<file path="src/logic/twc_pkg.sv">
// constants, types and decode helpers for the timer waveform output block
`default_nettype none
package twc_pkg;
   // ********************************
   // register map
   // ********************************
   localparam logic [7:0] ADDR_CTRL_A = 8'hb0;
   localparam logic [7:0] ADDR_CTRL_B = 8'hb1;
   localparam logic [7:0] ADDR_COUNT  = 8'hb2;
   localparam logic [7:0] ADDR_CMP_A  = 8'hb3;
   localparam logic [7:0] ADDR_CMP_B  = 8'hb4;
   localparam logic [7:0] ADDR_STATUS = 8'hb5;
   localparam logic [7:0] ADDR_MASK   = 8'hb6;
   localparam logic [7:0] RESET_BYTE  = 8'h00;
   localparam logic [7:0] CTRL_A_MASK = 8'hf3; // bits 3:2 read zero
   localparam int         COM_A_LSB   = 6;
   localparam int         COM_B_LSB   = 4;
   localparam int         MODE_HI_BIT = 3;     // in waveform_control_b
   localparam int         ST_OVF      = 0;
   localparam int         ST_MATCH_A  = 1;
   localparam int         ST_MATCH_B  = 2;
   localparam int         ST_W        = 3;
   // ********************************
   // counter and output codes
   // ********************************
   localparam logic [7:0] CNT_MAX    = 8'hff;
   localparam logic [7:0] CNT_BOTTOM = 8'h00;
   localparam logic [7:0] CNT_ONE    = 8'h01;
   localparam logic [1:0] COM_OFF    = 2'h0;
   localparam logic [1:0] COM_TOGGLE = 2'h1;
   localparam logic [1:0] COM_CLEAR  = 2'h2;
   localparam logic [1:0] COM_SET    = 2'h3;
   localparam logic [2:0] MODE_NORMAL  = 3'h0;
   localparam logic [2:0] MODE_PHASE   = 3'h1;
   localparam logic [2:0] MODE_CTC     = 3'h2;
   localparam logic [2:0] MODE_FAST    = 3'h3;
   localparam logic [2:0] MODE_PHASE_A = 3'h5;
   localparam logic [2:0] MODE_FAST_A  = 3'h7;

   typedef enum logic [2:0] {
      TWC_K_NORMAL, TWC_K_CTC, TWC_K_FAST, TWC_K_PHASE, TWC_K_RSVD
   } twc_kind_e;

   // waveform kind of a three-bit mode
   function automatic twc_kind_e kind_of(input logic [2:0] mode);
      case (mode)
         MODE_NORMAL:               kind_of = TWC_K_NORMAL;
         MODE_CTC:                  kind_of = TWC_K_CTC;
         MODE_FAST, MODE_FAST_A:    kind_of = TWC_K_FAST;
         MODE_PHASE, MODE_PHASE_A:  kind_of = TWC_K_PHASE;
         default:                   kind_of = TWC_K_RSVD;
      endcase
   endfunction

   // counter ceiling: fixed max or compare value a
   function automatic logic [7:0] top_of(input logic [2:0] mode,
                                         input logic [7:0] cmp_a);
      case (mode)
         MODE_CTC, MODE_PHASE_A, MODE_FAST_A: top_of = cmp_a;
         default:                             top_of = CNT_MAX;
      endcase
   endfunction
endpackage
`default_nettype wire

</file>
<file path="src/logic/twc_counter.sv">
// eight-bit up or up-down counter following the waveform kind
`timescale 1ns/1ns
`default_nettype none
module twc_counter (
   input  wire logic              clk_i,   // timer clock
   input  wire logic              nrst_i,  // async reset, low
   input  wire twc_pkg::twc_kind_e kind_i, // decoded mode
   input  wire logic [7:0]        top_i,   // ceiling value
   output logic      [7:0]        count_o, // counter value
   output logic                   down_o   // counting down
);
   // ********************************
   // count sequence
   // ********************************
   // reserved kinds run as normal so nothing stalls
   always_ff @(posedge clk_i or negedge nrst_i) begin
      if (!nrst_i) begin
         count_o <= twc_pkg::CNT_BOTTOM;
         down_o  <= 1'b0;
      end else begin
         case (kind_i)
            twc_pkg::TWC_K_CTC, twc_pkg::TWC_K_FAST: begin
               down_o  <= 1'b0;
               count_o <= (count_o >= top_i) ? twc_pkg::CNT_BOTTOM
                                             : count_o + twc_pkg::CNT_ONE;
            end
            twc_pkg::TWC_K_PHASE: begin
               // a zero ceiling would otherwise underflow
               if (top_i == twc_pkg::CNT_BOTTOM) begin
                  count_o <= twc_pkg::CNT_BOTTOM;
                  down_o  <= 1'b0;
               end else if (!down_o && count_o >= top_i) begin
                  down_o  <= 1'b1;
                  count_o <= count_o - twc_pkg::CNT_ONE;
               end else if (down_o && count_o == twc_pkg::CNT_BOTTOM) begin
                  down_o  <= 1'b0;
                  count_o <= twc_pkg::CNT_ONE;
               end else if (down_o) begin
                  count_o <= count_o - twc_pkg::CNT_ONE;
               end else begin
                  count_o <= count_o + twc_pkg::CNT_ONE;
               end
            end
            default: begin
               down_o  <= 1'b0;
               count_o <= count_o + twc_pkg::CNT_ONE;
            end
         endcase
      end
   end
endmodule // twc_counter
`default_nettype wire

</file>
<file path="src/logic/twc_channel.sv">
// one compare output channel: pin takeover and set, clear, toggle
`timescale 1ns/1ns
`default_nettype none
module twc_channel (
   input  wire logic               clk_i,      // timer clock
   input  wire logic               nrst_i,     // async reset, low
   input  wire twc_pkg::twc_kind_e kind_i,     // decoded mode
   input  wire logic [1:0]         com_i,      // output mode
   input  wire logic               tgl_ok_i,   // pwm toggle allowed
   input  wire logic               match_i,    // count equals compare
   input  wire logic               eq_top_i,   // compare equals top
   input  wire logic               bottom_i,   // count is zero
   input  wire logic               top_i,      // count is top
   input  wire logic               down_i,     // counting down
   output logic                    wave_o,     // waveform level
   output logic                    en_o        // pin taken over
);
   logic next_wave;

   // ********************************
   // output level
   // ********************************
   always_comb begin
      next_wave = wave_o;
      case (kind_i)
         twc_pkg::TWC_K_NORMAL, twc_pkg::TWC_K_CTC: begin
            if (match_i && com_i == twc_pkg::COM_TOGGLE) next_wave = ~wave_o;
            if (match_i && com_i[1]) next_wave = com_i[0];
         end
         // fast pwm, clear or set on a match at top ignored; toggle still acts
         twc_pkg::TWC_K_FAST: begin
            if (com_i[1] && bottom_i) next_wave = ~com_i[0];
            if (com_i[1] && match_i && !eq_top_i) next_wave = com_i[0];
            if (com_i == twc_pkg::COM_TOGGLE && tgl_ok_i && match_i) next_wave = ~wave_o;
         end
         // phase pwm, clear or set on a match at top done at top instead
         twc_pkg::TWC_K_PHASE: begin
            if (com_i[1] && eq_top_i && top_i) next_wave = com_i[0];
            if (com_i[1] && !eq_top_i && match_i) next_wave = com_i[0] ^ down_i;
            if (com_i == twc_pkg::COM_TOGGLE && tgl_ok_i && match_i) next_wave = ~wave_o;
         end
         default: next_wave = wave_o;
      endcase
   end

   always_ff @(posedge clk_i or negedge nrst_i) begin
      if (!nrst_i) wave_o <= 1'b0;
      else         wave_o <= next_wave;
   end

   // pwm toggle code without permission stays off
   // reserved modes leave the pin alone
   always_comb begin
      en_o = (com_i != twc_pkg::COM_OFF) && (kind_i != twc_pkg::TWC_K_RSVD);
      if ((kind_i == twc_pkg::TWC_K_FAST || kind_i == twc_pkg::TWC_K_PHASE)
          && com_i == twc_pkg::COM_TOGGLE && !tgl_ok_i) en_o = 1'b0;
   end

   // ********************************
   // checks
   // ********************************
   a_chan_clear_level: assert property (@(posedge clk_i) disable iff (!nrst_i)
      (kind_i == twc_pkg::TWC_K_CTC && com_i == twc_pkg::COM_CLEAR && match_i)
      |=> !wave_o)
      else $error("clear on match did not clear");
endmodule // twc_channel
`default_nettype wire

</file>
<file path="src/logic/twc_top.sv">
// timer waveform output control: registers, counter, two channels
//
// What this block does
// - control a holds mode a 7:6, mode b 5:4, low mode 1:0; 3:2 read zero
// - nonzero output mode a hands pin a to the waveform, except in reserved modes 4 and 6 and for 01 in pwm modes 1 and 3
// - nonzero output mode b hands pin b to the waveform, except in reserved modes 4 and 6 and for 01 in any pwm mode
// - non-pwm mode a: toggle, clear or set on match; zero disconnects
// - non-pwm channel b behaves exactly like channel a
// - fast pwm: 10 clear on match set at bottom; 11 inverse; b 01 reserved
// - pwm mode a 01 toggles only with high mode bit set, else disconnected
// - phase pwm: 10 clear going up, set going down; 11 reverse
// - fast pwm, compare equals top: clear or set on match ignored, bottom action kept; toggle still acts
// - phase pwm, compare equals top: clear or set on match ignored, action done at top
// - three-bit mode from high bit and low bits picks sequence and top
// - mode 0 normal, mode 2 clear-on-match; immediate update, overflow at max
// - modes 1 and 5 phase pwm; update at top, overflow at bottom
// - modes 3 and 7 fast pwm; update at bottom; 4 and 6 reserved
// - high mode bit sits at bit 3 of control b
`timescale 1ns/1ns
`default_nettype none
module twc_top (
   input  wire logic       clk_i,       // 100 MHz timer clock
   input  wire logic       nrst_i,      // async reset, low
   input  wire logic [7:0] addr_i,      // register address
   input  wire logic [7:0] wdata_i,     // write data
   input  wire logic       wr_i,        // write strobe
   input  wire logic       rd_i,        // read strobe
   output logic      [7:0] rdata_o,     // read data, next cycle
   output logic            wave_a_o,    // wave_out_a level
   output logic            wave_a_en_o, // wave_out_a owns pin
   output logic            wave_b_o,    // wave_out_b level
   output logic            wave_b_en_o, // wave_out_b owns pin
   output logic            irq_o        // level interrupt
);
   // ********************************
   // storage
   // ********************************
   logic [7:0]              ctrl_a;      // waveform_control_a
   logic                    mode_high;   // waveform_mode_high
   logic [7:0]              cmp_buf_a;   // compare_value_a as written
   logic [7:0]              cmp_buf_b;   // compare_value_b as written
   logic [7:0]              cmp_a;       // active compare a
   logic [7:0]              cmp_b;       // active compare b
   logic [twc_pkg::ST_W-1:0] status;     // sticky events
   logic [twc_pkg::ST_W-1:0] mask;       // event enables
   logic [7:0]              next_rdata;
   logic [2:0]              mode;
   twc_pkg::twc_kind_e      kind;
   logic [7:0]              top;
   logic [7:0]              count;
   logic                    down;
   logic [1:0]              com_a;
   logic [1:0]              com_b;
   logic                    at_top;
   logic                    at_bottom;
   logic                    match_a;
   logic                    match_b;
   logic                    ovf_evt;
   logic                    load_cmp;
   logic [twc_pkg::ST_W-1:0] evt;
   logic [twc_pkg::ST_W-1:0] clr;

   // ********************************
   // decode
   // ********************************
   // mode built from high and low bits
   // high bit lives in control b
   assign mode  = {mode_high, ctrl_a[1:0]};
   assign kind  = twc_pkg::kind_of(mode);
   assign top   = twc_pkg::top_of(mode, cmp_a);
   assign com_a = ctrl_a[twc_pkg::COM_A_LSB +: 2];
   assign com_b = ctrl_a[twc_pkg::COM_B_LSB +: 2];

   // bottom is a count of zero
   assign at_bottom = (count == twc_pkg::CNT_BOTTOM);
   assign at_top    = (count == top);
   assign match_a   = (count == cmp_a);
   assign match_b   = (count == cmp_b);

   // ********************************
   // register writes
   // ********************************
   // reserved bits never stored
   always_ff @(posedge clk_i or negedge nrst_i) begin
      if (!nrst_i) begin
         ctrl_a <= twc_pkg::RESET_BYTE;
      end else if (wr_i && addr_i == twc_pkg::ADDR_CTRL_A) begin
         ctrl_a <= wdata_i & twc_pkg::CTRL_A_MASK;
      end
   end

   // only bit 3 of control b exists here
   always_ff @(posedge clk_i or negedge nrst_i) begin
      if (!nrst_i) begin
         mode_high <= 1'b0;
      end else if (wr_i && addr_i == twc_pkg::ADDR_CTRL_B) begin
         mode_high <= wdata_i[twc_pkg::MODE_HI_BIT];
      end
   end

   // software side of the compare values
   always_ff @(posedge clk_i or negedge nrst_i) begin
      if (!nrst_i) begin
         cmp_buf_a <= twc_pkg::RESET_BYTE;
         cmp_buf_b <= twc_pkg::RESET_BYTE;
      end else begin
         if (wr_i && addr_i == twc_pkg::ADDR_CMP_A) cmp_buf_a <= wdata_i;
         if (wr_i && addr_i == twc_pkg::ADDR_CMP_B) cmp_buf_b <= wdata_i;
      end
   end

   // ********************************
   // compare update timing
   // ********************************
   // immediate in normal and clear-on-match
   // at bottom in fast pwm
   // double buffering keeps pwm edges glitch free mid-period
   always_comb begin
      case (kind)
         twc_pkg::TWC_K_PHASE: load_cmp = at_top;
         twc_pkg::TWC_K_FAST:  load_cmp = at_bottom;
         default:              load_cmp = 1'b1;
      endcase
   end

   always_ff @(posedge clk_i or negedge nrst_i) begin
      if (!nrst_i) begin
         cmp_a <= twc_pkg::RESET_BYTE;
         cmp_b <= twc_pkg::RESET_BYTE;
      end else if (load_cmp) begin
         cmp_a <= cmp_buf_a;
         cmp_b <= cmp_buf_b;
      end
   end

   // ********************************
   // counter and channels
   // ********************************
   twc_counter u_counter (
      .clk_i   (clk_i),
      .nrst_i  (nrst_i),
      .kind_i  (kind),
      .top_i   (top),
      .count_o (count),
      .down_o  (down)
   );

   // pin a taken when mode a nonzero and mode not reserved
   // high mode bit gates the pwm toggle
   twc_channel u_chan_a (
      .clk_i    (clk_i),
      .nrst_i   (nrst_i),
      .kind_i   (kind),
      .com_i    (com_a),
      .tgl_ok_i (mode_high),
      .match_i  (match_a),
      .eq_top_i (cmp_a == top),
      .bottom_i (at_bottom),
      .top_i    (at_top),
      .down_i   (down),
      .wave_o   (wave_a_o),
      .en_o     (wave_a_en_o)
   );

   // pin b taken when mode b nonzero and mode not reserved
   // same behaviour, toggle code reserved in pwm
   twc_channel u_chan_b (
      .clk_i    (clk_i),
      .nrst_i   (nrst_i),
      .kind_i   (kind),
      .com_i    (com_b),
      .tgl_ok_i (1'b0),
      .match_i  (match_b),
      .eq_top_i (cmp_b == top),
      .bottom_i (at_bottom),
      .top_i    (at_top),
      .down_i   (down),
      .wave_o   (wave_b_o),
      .en_o     (wave_b_en_o)
   );

   // ********************************
   // events and interrupt
   // ********************************
   // overflow at max, at bottom, max or top
   always_comb begin
      case (kind)
         twc_pkg::TWC_K_PHASE: ovf_evt = at_bottom && down;
         twc_pkg::TWC_K_FAST:  ovf_evt = (mode == twc_pkg::MODE_FAST_A) ? at_top
                                       : (count == twc_pkg::CNT_MAX);
         default:              ovf_evt = (count == twc_pkg::CNT_MAX);
      endcase
   end

   assign evt = {match_b, match_a, ovf_evt};
   assign clr = (wr_i && addr_i == twc_pkg::ADDR_STATUS) ? wdata_i[twc_pkg::ST_W-1:0]
                                                         : '0;

   // write one clears; a new event in the same cycle wins
   always_ff @(posedge clk_i or negedge nrst_i) begin
      if (!nrst_i) status <= '0;
      else         status <= (status & ~clr) | evt;
   end

   always_ff @(posedge clk_i or negedge nrst_i) begin
      if (!nrst_i) begin
         mask <= '0;
      end else if (wr_i && addr_i == twc_pkg::ADDR_MASK) begin
         mask <= wdata_i[twc_pkg::ST_W-1:0];
      end
   end

   assign irq_o = |(status & mask);

   // ********************************
   // register reads
   // ********************************
   // unmapped addresses read zero
   always_comb begin
      next_rdata = twc_pkg::RESET_BYTE;
      if (rd_i) begin
         case (addr_i)
            twc_pkg::ADDR_CTRL_A: next_rdata = ctrl_a & twc_pkg::CTRL_A_MASK;
            twc_pkg::ADDR_CTRL_B: next_rdata = 8'(mode_high) << twc_pkg::MODE_HI_BIT;
            twc_pkg::ADDR_COUNT:  next_rdata = count;
            twc_pkg::ADDR_CMP_A:  next_rdata = cmp_buf_a;
            twc_pkg::ADDR_CMP_B:  next_rdata = cmp_buf_b;
            twc_pkg::ADDR_STATUS: next_rdata = 8'(status);
            twc_pkg::ADDR_MASK:   next_rdata = 8'(mask);
            default:              next_rdata = twc_pkg::RESET_BYTE;
         endcase
      end
   end

   always_ff @(posedge clk_i or negedge nrst_i) begin
      if (!nrst_i) rdata_o <= twc_pkg::RESET_BYTE;
      else         rdata_o <= next_rdata;
   end

   // ********************************
   // checks
   // ********************************
   a_reserved_bits_zero: assert property (@(posedge clk_i) disable iff (!nrst_i)
      (rd_i && addr_i == twc_pkg::ADDR_CTRL_A) |=> (rdata_o[3:2] == 2'h0))
      else $error("reserved control bits read nonzero");

   a_pin_take_a: assert property (@(posedge clk_i) disable iff (!nrst_i)
      (com_a != twc_pkg::COM_OFF && (kind == twc_pkg::TWC_K_NORMAL
       || kind == twc_pkg::TWC_K_CTC)) |-> wave_a_en_o)
      else $error("pin a not taken over");

   a_pin_free_b: assert property (@(posedge clk_i) disable iff (!nrst_i)
      (com_b == twc_pkg::COM_OFF) |-> !wave_b_en_o)
      else $error("pin b taken with mode zero");

   a_toggle_a: assert property (@(posedge clk_i) disable iff (!nrst_i)
      (kind == twc_pkg::TWC_K_NORMAL && com_a == twc_pkg::COM_TOGGLE && match_a
       && !(wr_i && addr_i == twc_pkg::ADDR_CTRL_A))
      |=> (wave_a_o != $past(wave_a_o)))
      else $error("wave a did not toggle on match");

   a_set_b_match: assert property (@(posedge clk_i) disable iff (!nrst_i)
      (kind == twc_pkg::TWC_K_NORMAL && com_b == twc_pkg::COM_SET && match_b)
      |=> wave_b_o)
      else $error("wave b not set on match");

   a_fast_bottom_set: assert property (@(posedge clk_i) disable iff (!nrst_i)
      (kind == twc_pkg::TWC_K_FAST && com_a == twc_pkg::COM_CLEAR && at_bottom
       && !match_a) |=> wave_a_o)
      else $error("non-inverting output not set at bottom");

   a_pwm_toggle_off: assert property (@(posedge clk_i) disable iff (!nrst_i)
      ((kind == twc_pkg::TWC_K_FAST || kind == twc_pkg::TWC_K_PHASE)
       && com_a == twc_pkg::COM_TOGGLE && !mode_high) |-> !wave_a_en_o)
      else $error("pwm toggle connected without high mode bit");

   a_phase_down_set: assert property (@(posedge clk_i) disable iff (!nrst_i)
      (kind == twc_pkg::TWC_K_PHASE && com_a == twc_pkg::COM_CLEAR && match_a
       && down && cmp_a != top) |=> wave_a_o)
      else $error("phase pwm not set on down match");

   a_fast_top_ignore: assert property (@(posedge clk_i) disable iff (!nrst_i)
      (kind == twc_pkg::TWC_K_FAST && com_a[1] && cmp_a == top && match_a
       && !at_bottom && $stable(ctrl_a)) |=> $stable(wave_a_o))
      else $error("match at top not ignored in fast pwm");

   a_phase_top_action: assert property (@(posedge clk_i) disable iff (!nrst_i)
      (kind == twc_pkg::TWC_K_PHASE && com_b == twc_pkg::COM_SET && cmp_b == top
       && at_top) |=> wave_b_o)
      else $error("phase pwm top action missing");

   a_normal_max_ovf: assert property (@(posedge clk_i) disable iff (!nrst_i)
      (kind == twc_pkg::TWC_K_NORMAL && count == twc_pkg::CNT_MAX)
      |=> (status[twc_pkg::ST_OVF] && count == twc_pkg::CNT_BOTTOM))
      else $error("normal mode overflow not flagged at max");

   a_phase_load_top: assert property (@(posedge clk_i) disable iff (!nrst_i)
      (kind == twc_pkg::TWC_K_PHASE && !at_top && $stable(kind))
      |=> (cmp_b == $past(cmp_b)))
      else $error("phase pwm compare changed off top");

   a_fast_top_ovf: assert property (@(posedge clk_i) disable iff (!nrst_i)
      (mode == twc_pkg::MODE_FAST_A && at_top) |=> status[twc_pkg::ST_OVF])
      else $error("mode 7 overflow not flagged at top");

   a_reserved_mode: assert property (@(posedge clk_i) disable iff (!nrst_i)
      (kind == twc_pkg::TWC_K_RSVD) |-> (!wave_a_en_o && !wave_b_en_o))
      else $error("reserved mode drives a pin");

   a_irq_follows: assert property (@(posedge clk_i) disable iff (!nrst_i)
      irq_o == |(status & mask))
      else $error("interrupt level mismatch");
endmodule // twc_top
`default_nettype wire

</file>
<file path="config.mk">
export PLATFORM = sky130hd
export DESIGN_NAME = twc_top
export DESIGN_NICKNAME = d
export VERILOG_FILES = /design/src/logic/twc_pkg.sv /design/src/logic/twc_counter.sv /design/src/logic/twc_channel.sv /design/src/logic/twc_top.sv
export SDC_FILE = /design/constraint.sdc
export NUM_CORES = 1
export LEC_CHECK = 0
export BUFFER_PORTS_ARGS = -buffer_cell sky130_fd_sc_hd__buf_2
export CORE_ASPECT_RATIO = 1.25
export CORE_MARGIN = 2
export CORE_UTILIZATION = 30
export DETAILED_ROUTE_END_ITERATION = 10
export PLACE_DENSITY = 0.46
export SYNTH_ARGS = -nofsm -noshare
export SYNTH_HDL_FRONTEND = slang
export SYNTH_SLANG_ARGS = --single-unit
</file>
<file path="constraint.sdc">
create_clock -name clk_i -period 7.02 [get_ports clk_i]
set_input_delay 1.404 -clock clk_i [delete_from_list [all_inputs] [get_ports clk_i]]
set_output_delay 1.404 -clock clk_i [all_outputs]
set_load 0.1 [all_outputs]
</file>
==> metrics.md, run 1 <==
| Metric | Value |
|---|---|
| Status | finished, final reports clean |
| H-Tree Depth | 3 |
| Total CTS buffers | 9 |
| Drt via density | 5.61 |
| Starting density of the core | 30.7% |
| Antenna Diode Count | 0 |
| Area of placed instances | around 0.0043 mm² |
| Initial DRC count | 227 |
| Antenna violations before repair | 0 |
| Switching Fraction | 37.0% |
| Placed Cells | about 600 |
| Fmax | 0.260 GHz |
| Final setup fails | 0 |
| Post-synth ARST share | 100% |
| Vert. Die Dim | between 100 and 150 µm |
| Comb power frac | 26.9% |
| Final-report hold violation count | 0 |
| Largest net degree at the start of global routing | between 60 and 70 |
| Port bufs | 32 |
| Number of setup buffers added after CTS | 0 |
| Normalized max-slew margin | between 30% and 40% |
| Worst endpoint required time | 7260 ps |
| Ys Warns | 0 |
| Cts repair resizes | 0 |
| Mean Syn Cell Area | 9.63 µm² |
| CTS tree | built |
| ANT nets after route | 0 |
| Fin cells | 612 |
| Global route overflow | 0 |
| Area Overhead vs Synth | 13.3% |
| Netlist cell types | 60 |
| Nets | 467 |
| Predominant post-synthesis flop cell | dfrtp_1 |
| Register area | 0.00160 mm² |
| RSZ-0062 raised after global routing | no |
| Average wire per standard cell | 19.6 µm |
| Seq/Total Area, Yosys | about 39% |
| DRC viols | 0 |
| Die area | 0.0145 mm² |
| Synthesized net count | ~450 |
| Max_cap viols | 0 |
| Crit Path Class | reg -> reg |
| Setup TNS | 0 ps |
| Clock Sinks | 64 |
| Critical path endpoint category | flip-flop |
| CTS Buffer Depth | 2 |
| Multi-input gate area | 0.00230 mm² |
| Psw | 0.000488 W |
| Critical path fanouts, max | 22 |
| Die X-Extent | 108 µm |
| Fin crit period | between 3000 and 4000 ps |
| Core Region | 0.0132 mm² |
| Worst hold slack | 509 ps |
| Worst hold path class | reg -> reg |
| Number of synthesized flops with an enable pin | 0 |
| Root buf cell | clkbuf_16 |
| Post-DP HPWL | 8890 µm |
| Final period util | 54.7% |
| Reg2Reg Setup Slack | approximately 3200 ps |
| Layout cell share with drive strength beyond 1 | 15.6% |
| Tightest Pin Transition | 975 ps |
| Clock latency on the worst-skew pair | 330 ps |
| Cells after Synth | 422 |
| CP arrival | slightly above 4000 ps |
| # rows | 47 |
| DRT Wirelength | between 10000 and 15000 µm |
| Worst Clk Skew | 8.13 ps |
| P_leak | ~2.1 nW |
| Netlist Area Pre-Place | 0.00406 mm² |
| Routed vias | 3433 |
| # IOs | 33 |
| Hold bufs inserted after CTS | 0 |
| FF+latch count, synth | 64 |
| Design area | 0.00460 mm² |
| RePlAce Congestion | 0.853 |
| Number of max-slew violations in the final report | 0 |
| DR pass1 iterations | 5 |
| VDD IR max | 0.116 mV |
| Vias in the first global route | ~3400 |
| Sequential share of power | between 30% and 40% |
| Filler cells | 1392 |
| Gr usage total | ~18% |
| First-pass GRT wire length | 19300 µm |
| Clock power share | 33.2% |
| Critical Path Source Type | flip-flop |
| PwrDens | 286 mW/mm² |
| Worst-path clk slew | 50 ps |
| Internal power | 0.000830 W |
logic make-up after synthesis:
logic type	after synthesis	share of synthesized area [%]
DFF	64	39.4
AOI/OAI and AO/OA	99	17.1
muxes	49	13.5
adders and majority gates	10	3.08
and+or+nand+nor	134	17.1
buffers and inverters	39	4.03
xor gates and xnor gates	27	5.82
power groups by stage:
stage	Combinational (W)	Sequential [W]	Clock, W
after floorplan	0.000304	0.000474	0
after global placement	0.000349	0.000529	0
after detailed placement	0.000354	0.000531	0
after CTS	0.000357	0.000523	0.000451
after global routing	0.000394	0.000532	0.000463
final	0.000355	0.000525	0.000438
per-stage QoR:
step,util (%),total power [W],setup slack (ps)
floorplan,-,0.000778,3150
global placement,32.6,0.000877,3330
detailed placement,32.6,0.000884,3240
CTS,34.8,0.00133,3220
global route,34.8,0.00139,2920
finish,34.8,0.00132,3180
layout by cell type, fill, tap and decap left out, drive strengths merged, types with 6 or more instances in the layout:
cell,count
xor2,7
dfrtp,64
mux2,45
nand2,36
nand4,9
ha,10
a21oi,24
or3,7
xnor2,20
and3,8
inv,10
nor2,29
a211oi,6
nand3,16
a21o,6
nor3,9
buf,33
clkbuf,9
o21ai,21
sequential cells by signal, summed over array words and instances (netlist names):
signal and flops:
ctrl_a 6, cmp_buf_b 8, u_counter.count_o 8, u_chan_a.wave_o 1, u_counter.down_o 1, cmp_b 8
status 3, u_chan_b.wave_o 1, rdata_o 8, cmp_buf_a 8, mode_high 1, cmp_a 8
mask 3
critical path, cell delays in order, from the launching register on:
cell and delay [ps]:
dfrtp_1 620, or3b_1 640, and2_4 290, or2_1 220, ha_1 290, nand2b_1 140
a21o_1 170, a21o_1 170, a21oi_1 180, o21ai_1 220, o21ai_1 440, nand3b_1 130
a32oi_1 230
cells in the mapped netlist, types with 2 or more instances:
cell / instances / share of area [%]
mux2_2: 8 / 2.2
clkbuf_1: 24 / 2.2
nand4_1: 9 / 1.4
a311oi_1: 2 / 0.43
a221oi_1: 3 / 0.65
a311oi_2: 2 / 0.74
inv_1: 9 / 0.83
o22ai_1: 5 / 0.77
nand2b_1: 2 / 0.31
buf_2: 2 / 0.25
xnor2_1: 20 / 4.3
a32oi_1: 3 / 0.65
a22o_1: 2 / 0.43
dfrtp_1: 64 / 39
a21o_1: 6 / 1.1
nand3_1: 16 / 2.0
nand2_1: 36 / 3.3
a222oi_1: 5 / 1.2
or3_1: 7 / 1.1
and3_1: 8 / 1.2
nor3_2: 2 / 0.49
a31oi_1: 4 / 0.62
buf_6: 2 / 0.55
o21ai_1: 10 / 1.2
o21ai_0: 11 / 1.4
mux2_1: 37 / 10
a22oi_1: 3 / 0.55
a21oi_1: 24 / 3.0
mux2i_1: 4 / 0.99
xor2_1: 7 / 1.5
a2111oi_2: 3 / 1.1
nor2b_1: 3 / 0.46
a211oi_1: 6 / 1.1
ha_1: 10 / 3.1
nand3b_1: 2 / 0.37
nor2_1: 29 / 2.7
nor3_1: 7 / 0.86
nor4_1: 3 / 0.46
path summary, 6_finish.rpt:
path | start | endpoint | cells after the start
min in group asynchronous | nrst_i | u_counter.count_o[3] | 2
worst min-delay path | mask[0] | mask[0] | 1
worst max register to register | ctrl_a[0] | u_counter.count_o[5] | 12
worst max-delay path | ctrl_a[0] | u_counter.count_o[5] | 12
max in group asynchronous | nrst_i | ctrl_a[7] | 2
worst min register to register | mask[0] | mask[0] | 1
routing by layer:
layer / track usage, % / vias up / wire length, µm
met5: 0 / - / 0
met4: 8.76 / 0 / 484
met3: 3.06 / 24 / 357
met2: 29.5 / 78 / 6020
met1: 21.6 / 1738 / 5160
li1: - / 1593 / -
layout make-up:
cell class	instances	area share, %
multi-input cells	319	49.9
repair buffers	33	3.64
clock buffers	9	4.89
well taps	171	4.65
clock inverters	6	1.33
flip-flops and latches	64	34.8
inverters	10	0.815
Note: power is estimated with default switching activity, not from simulation.
==> inputs of run 2 (changes only) <==
clock period = 3.7 ns   (was 7.02 ns; I/O delays follow)
==> run 2 against run 1 <==
Compared with the run above:
- hold slack gained 11 ps
- sequential share of layout area shrank 0.69 points
- via count shrank 0.12%
- routed wire length grew 1.4%
- first-iteration DRC count shrank 8.4%
- setup slack lost 2800 ps
- cell count grew 1.8%
==> metrics.md, run 2 (synthesis results as in run 1) <==
| Metric | Value |
|---|---|
| Worst endpoint required time | 3940 ps |
| Vert. Die Dim | 134 µm |
| Area Overhead vs Synth | 15.6% |
| Placed Cells | 607 |
| Area of placed instances | 0.00439 mm² |
| Crit Path Class | reg -> reg |
| Critical Path Source Type | flip-flop |
| Final setup fails | 0 |
| Critical path endpoint category | flip-flop |
| GR Layer Usage met1 | 22.1% |
| Min setup slack post-route | 368 ps |
| Die X-Extent | between 100 and 150 µm |
| Design area | 0.00470 mm² |
| Clock power share | 34.1% |
| Number of setup buffers added after CTS | 0 |
| Internal power | roughly 0.0016 W |
| Clock Sinks | 64 |
| DR pass1 iterations | 5 |
| Psw | 0.000951 W |
| CTS tree | built |
| Drt via density | about 5.5 |
| Normalized max-slew margin | about 33% |
| Cts repair resizes | 0 |
| Total CTS buffers | 9 |
| Vias in the first global route | 3514 |
| Worst hold path class | reg -> reg |
| RePlAce Congestion | 0.784 |
| ANT nets after route | 0 |
| Routed vias | 3429 |
| Antenna Diode Count | 0 |
| Worst Clk Skew | 9.22 ps |
| Average wire per standard cell | around 20 µm |
| Sequential share of power | 36.8% |
| Pre-CTS setup slack | 418 ps |
| Most frequent cells in the layout | dfrtp_1, mux2_1, nand2_1 |
| Tightest Pin Transition | 1010 ps |
| Clock latency on the worst-skew pair | 330 ps |
| Final-report hold violation count | 0 |
| DRC viols | 0 |
| Max_cap viols | 0 |
| # rows | 47 |
| PwrDens | 545 mW/mm² |
| Layout cell share with drive strength beyond 1 | 17.7% |
| Nets | 477 |
| P_leak | roughly 2.1 nW |
| Critical path fanouts, max | 13 |
| Die area | 0.0145 mm² |
| M2 GR Usage | between 30% and 40% |
| Core Region | about 0.013 mm² |
| Fin crit period | 3330 ps |
| Register area | 0.00160 mm² |
| Switching Fraction | roughly 37% |
| Leading cell type in the layout, fill and taps excluded | dfrtp_1 |
| RSZ-0062 raised after global routing | no |
| Root buf cell | clkbuf_16 |
| Comb power frac | 29.0% |
| Initial DRC count | 208 |
| First-pass GRT wire length | 19700 µm |
| Port bufs | 32 |
| Antenna violations before repair | 0 |
| Multi-input gate area | 0.00230 mm² |
| Status | finished, final reports clean |
| Global route overflow | 0 |
| Largest net degree at the start of global routing | 44 |
| Peak-usage layer in the global routing report | met2 |
| Met3 Use GR | 2.48% |
| Gr usage total | 17.9% |
| DRT Wirelength | 12200 µm |
| Post-DP HPWL | just over 9000 µm |
| Starting density of the core | 30.7% |
| CP arrival | 3570 ps |
| Final period util | 90.0% |
| Worst-path clk slew | 60 ps |
| CTS Buffer Depth | 2 |
| H-Tree Depth | 3 |
| Hold bufs inserted after CTS | 0 |
| Fmax | 0.300 GHz |
| Number of max-slew violations in the final report | 0 |
| Setup TNS | 0 ps |
| # IOs | 33 |
| Fin cells | 623 |
| VDD IR max | 0.198 mV |
| Filler cells | 1394 |
[run 2: cell types whose count changed in the layout (fill, tap and decap cells not counted)]
cell / previous run / this run
clkinv_2: 3 / 1
clkinv_4: 1 / 2
buf_4: 1 / 11
inv_6: 0 / 1
inv_8: 0 / 1
[run 2: power groups by stage]
| stage | Combinational (W) | Sequential (W) | Clock (W) |
|---|---|---|---|
| detailed placement | 0.000745 | 0.000959 | 0 |
| global placement | 0.000734 | 0.000959 | 0 |
| finish | 0.000744 | 0.000943 | 0.000874 |
| CTS | 0.000748 | 0.000945 | 0.000893 |
| global route | 0.000820 | 0.000959 | 0.000923 |
| floorplan | 0.000576 | 0.000900 | 0 |
[run 2: critical path, cell delays in order, from the launching register on]
cell	delay [ps]
dfrtp_1	390
or3b_1	390
and2_4	220
or2_1	220
ha_1	280
nand2b_1	150
a21o_1	180
a21o_1	170
a21oi_1	190
o21ai_1	230
o21ai_1	460
nand3b_1	140
a32oi_1	220
[run 2: worst paths after layout]
kind,cells after the start,endpoint,from,slack (ps)
setup reg to reg,12,u_counter.count_o[2],ctrl_a[0],370
setup / recovery,12,u_counter.count_o[2],ctrl_a[0],370
min in group asynchronous,1,ctrl_a[0],nrst_i,580
hold reg to reg,1,mask[0],mask[0],520
max in group asynchronous,2,u_counter.down_o,nrst_i,2400
hold / removal,1,mask[0],mask[0],520
[run 2: metal layers]
metal,wire length (µm),vias up
li1,-,1609
met1,5090,1714
met2,6250,87
met3,425,19
met4,422,0
met5,0,-
[run 2: through the flow]
stage	power, W	hold WS (ps)	utilization, %
2_1_floorplan	0.00148	444	-
3_3_place_gp	0.00169	495	33.2
3_5_place_dp	0.00170	505	33.2
4_1_cts	0.00259	520	35.5
5_1_grt	0.00270	545	35.5
6_report	0.00256	519	35.5
[run 2: final cells by class]
class                   instances  share of cell area, %
clock buffers                   9                   4.79
clock inverters                 7                   1.70
inverters                      10                  0.799
multi-input cells             319                   48.9
flip-flops and latches         64                   34.1
well taps                     171                   4.55
repair buffers                 43                   5.17
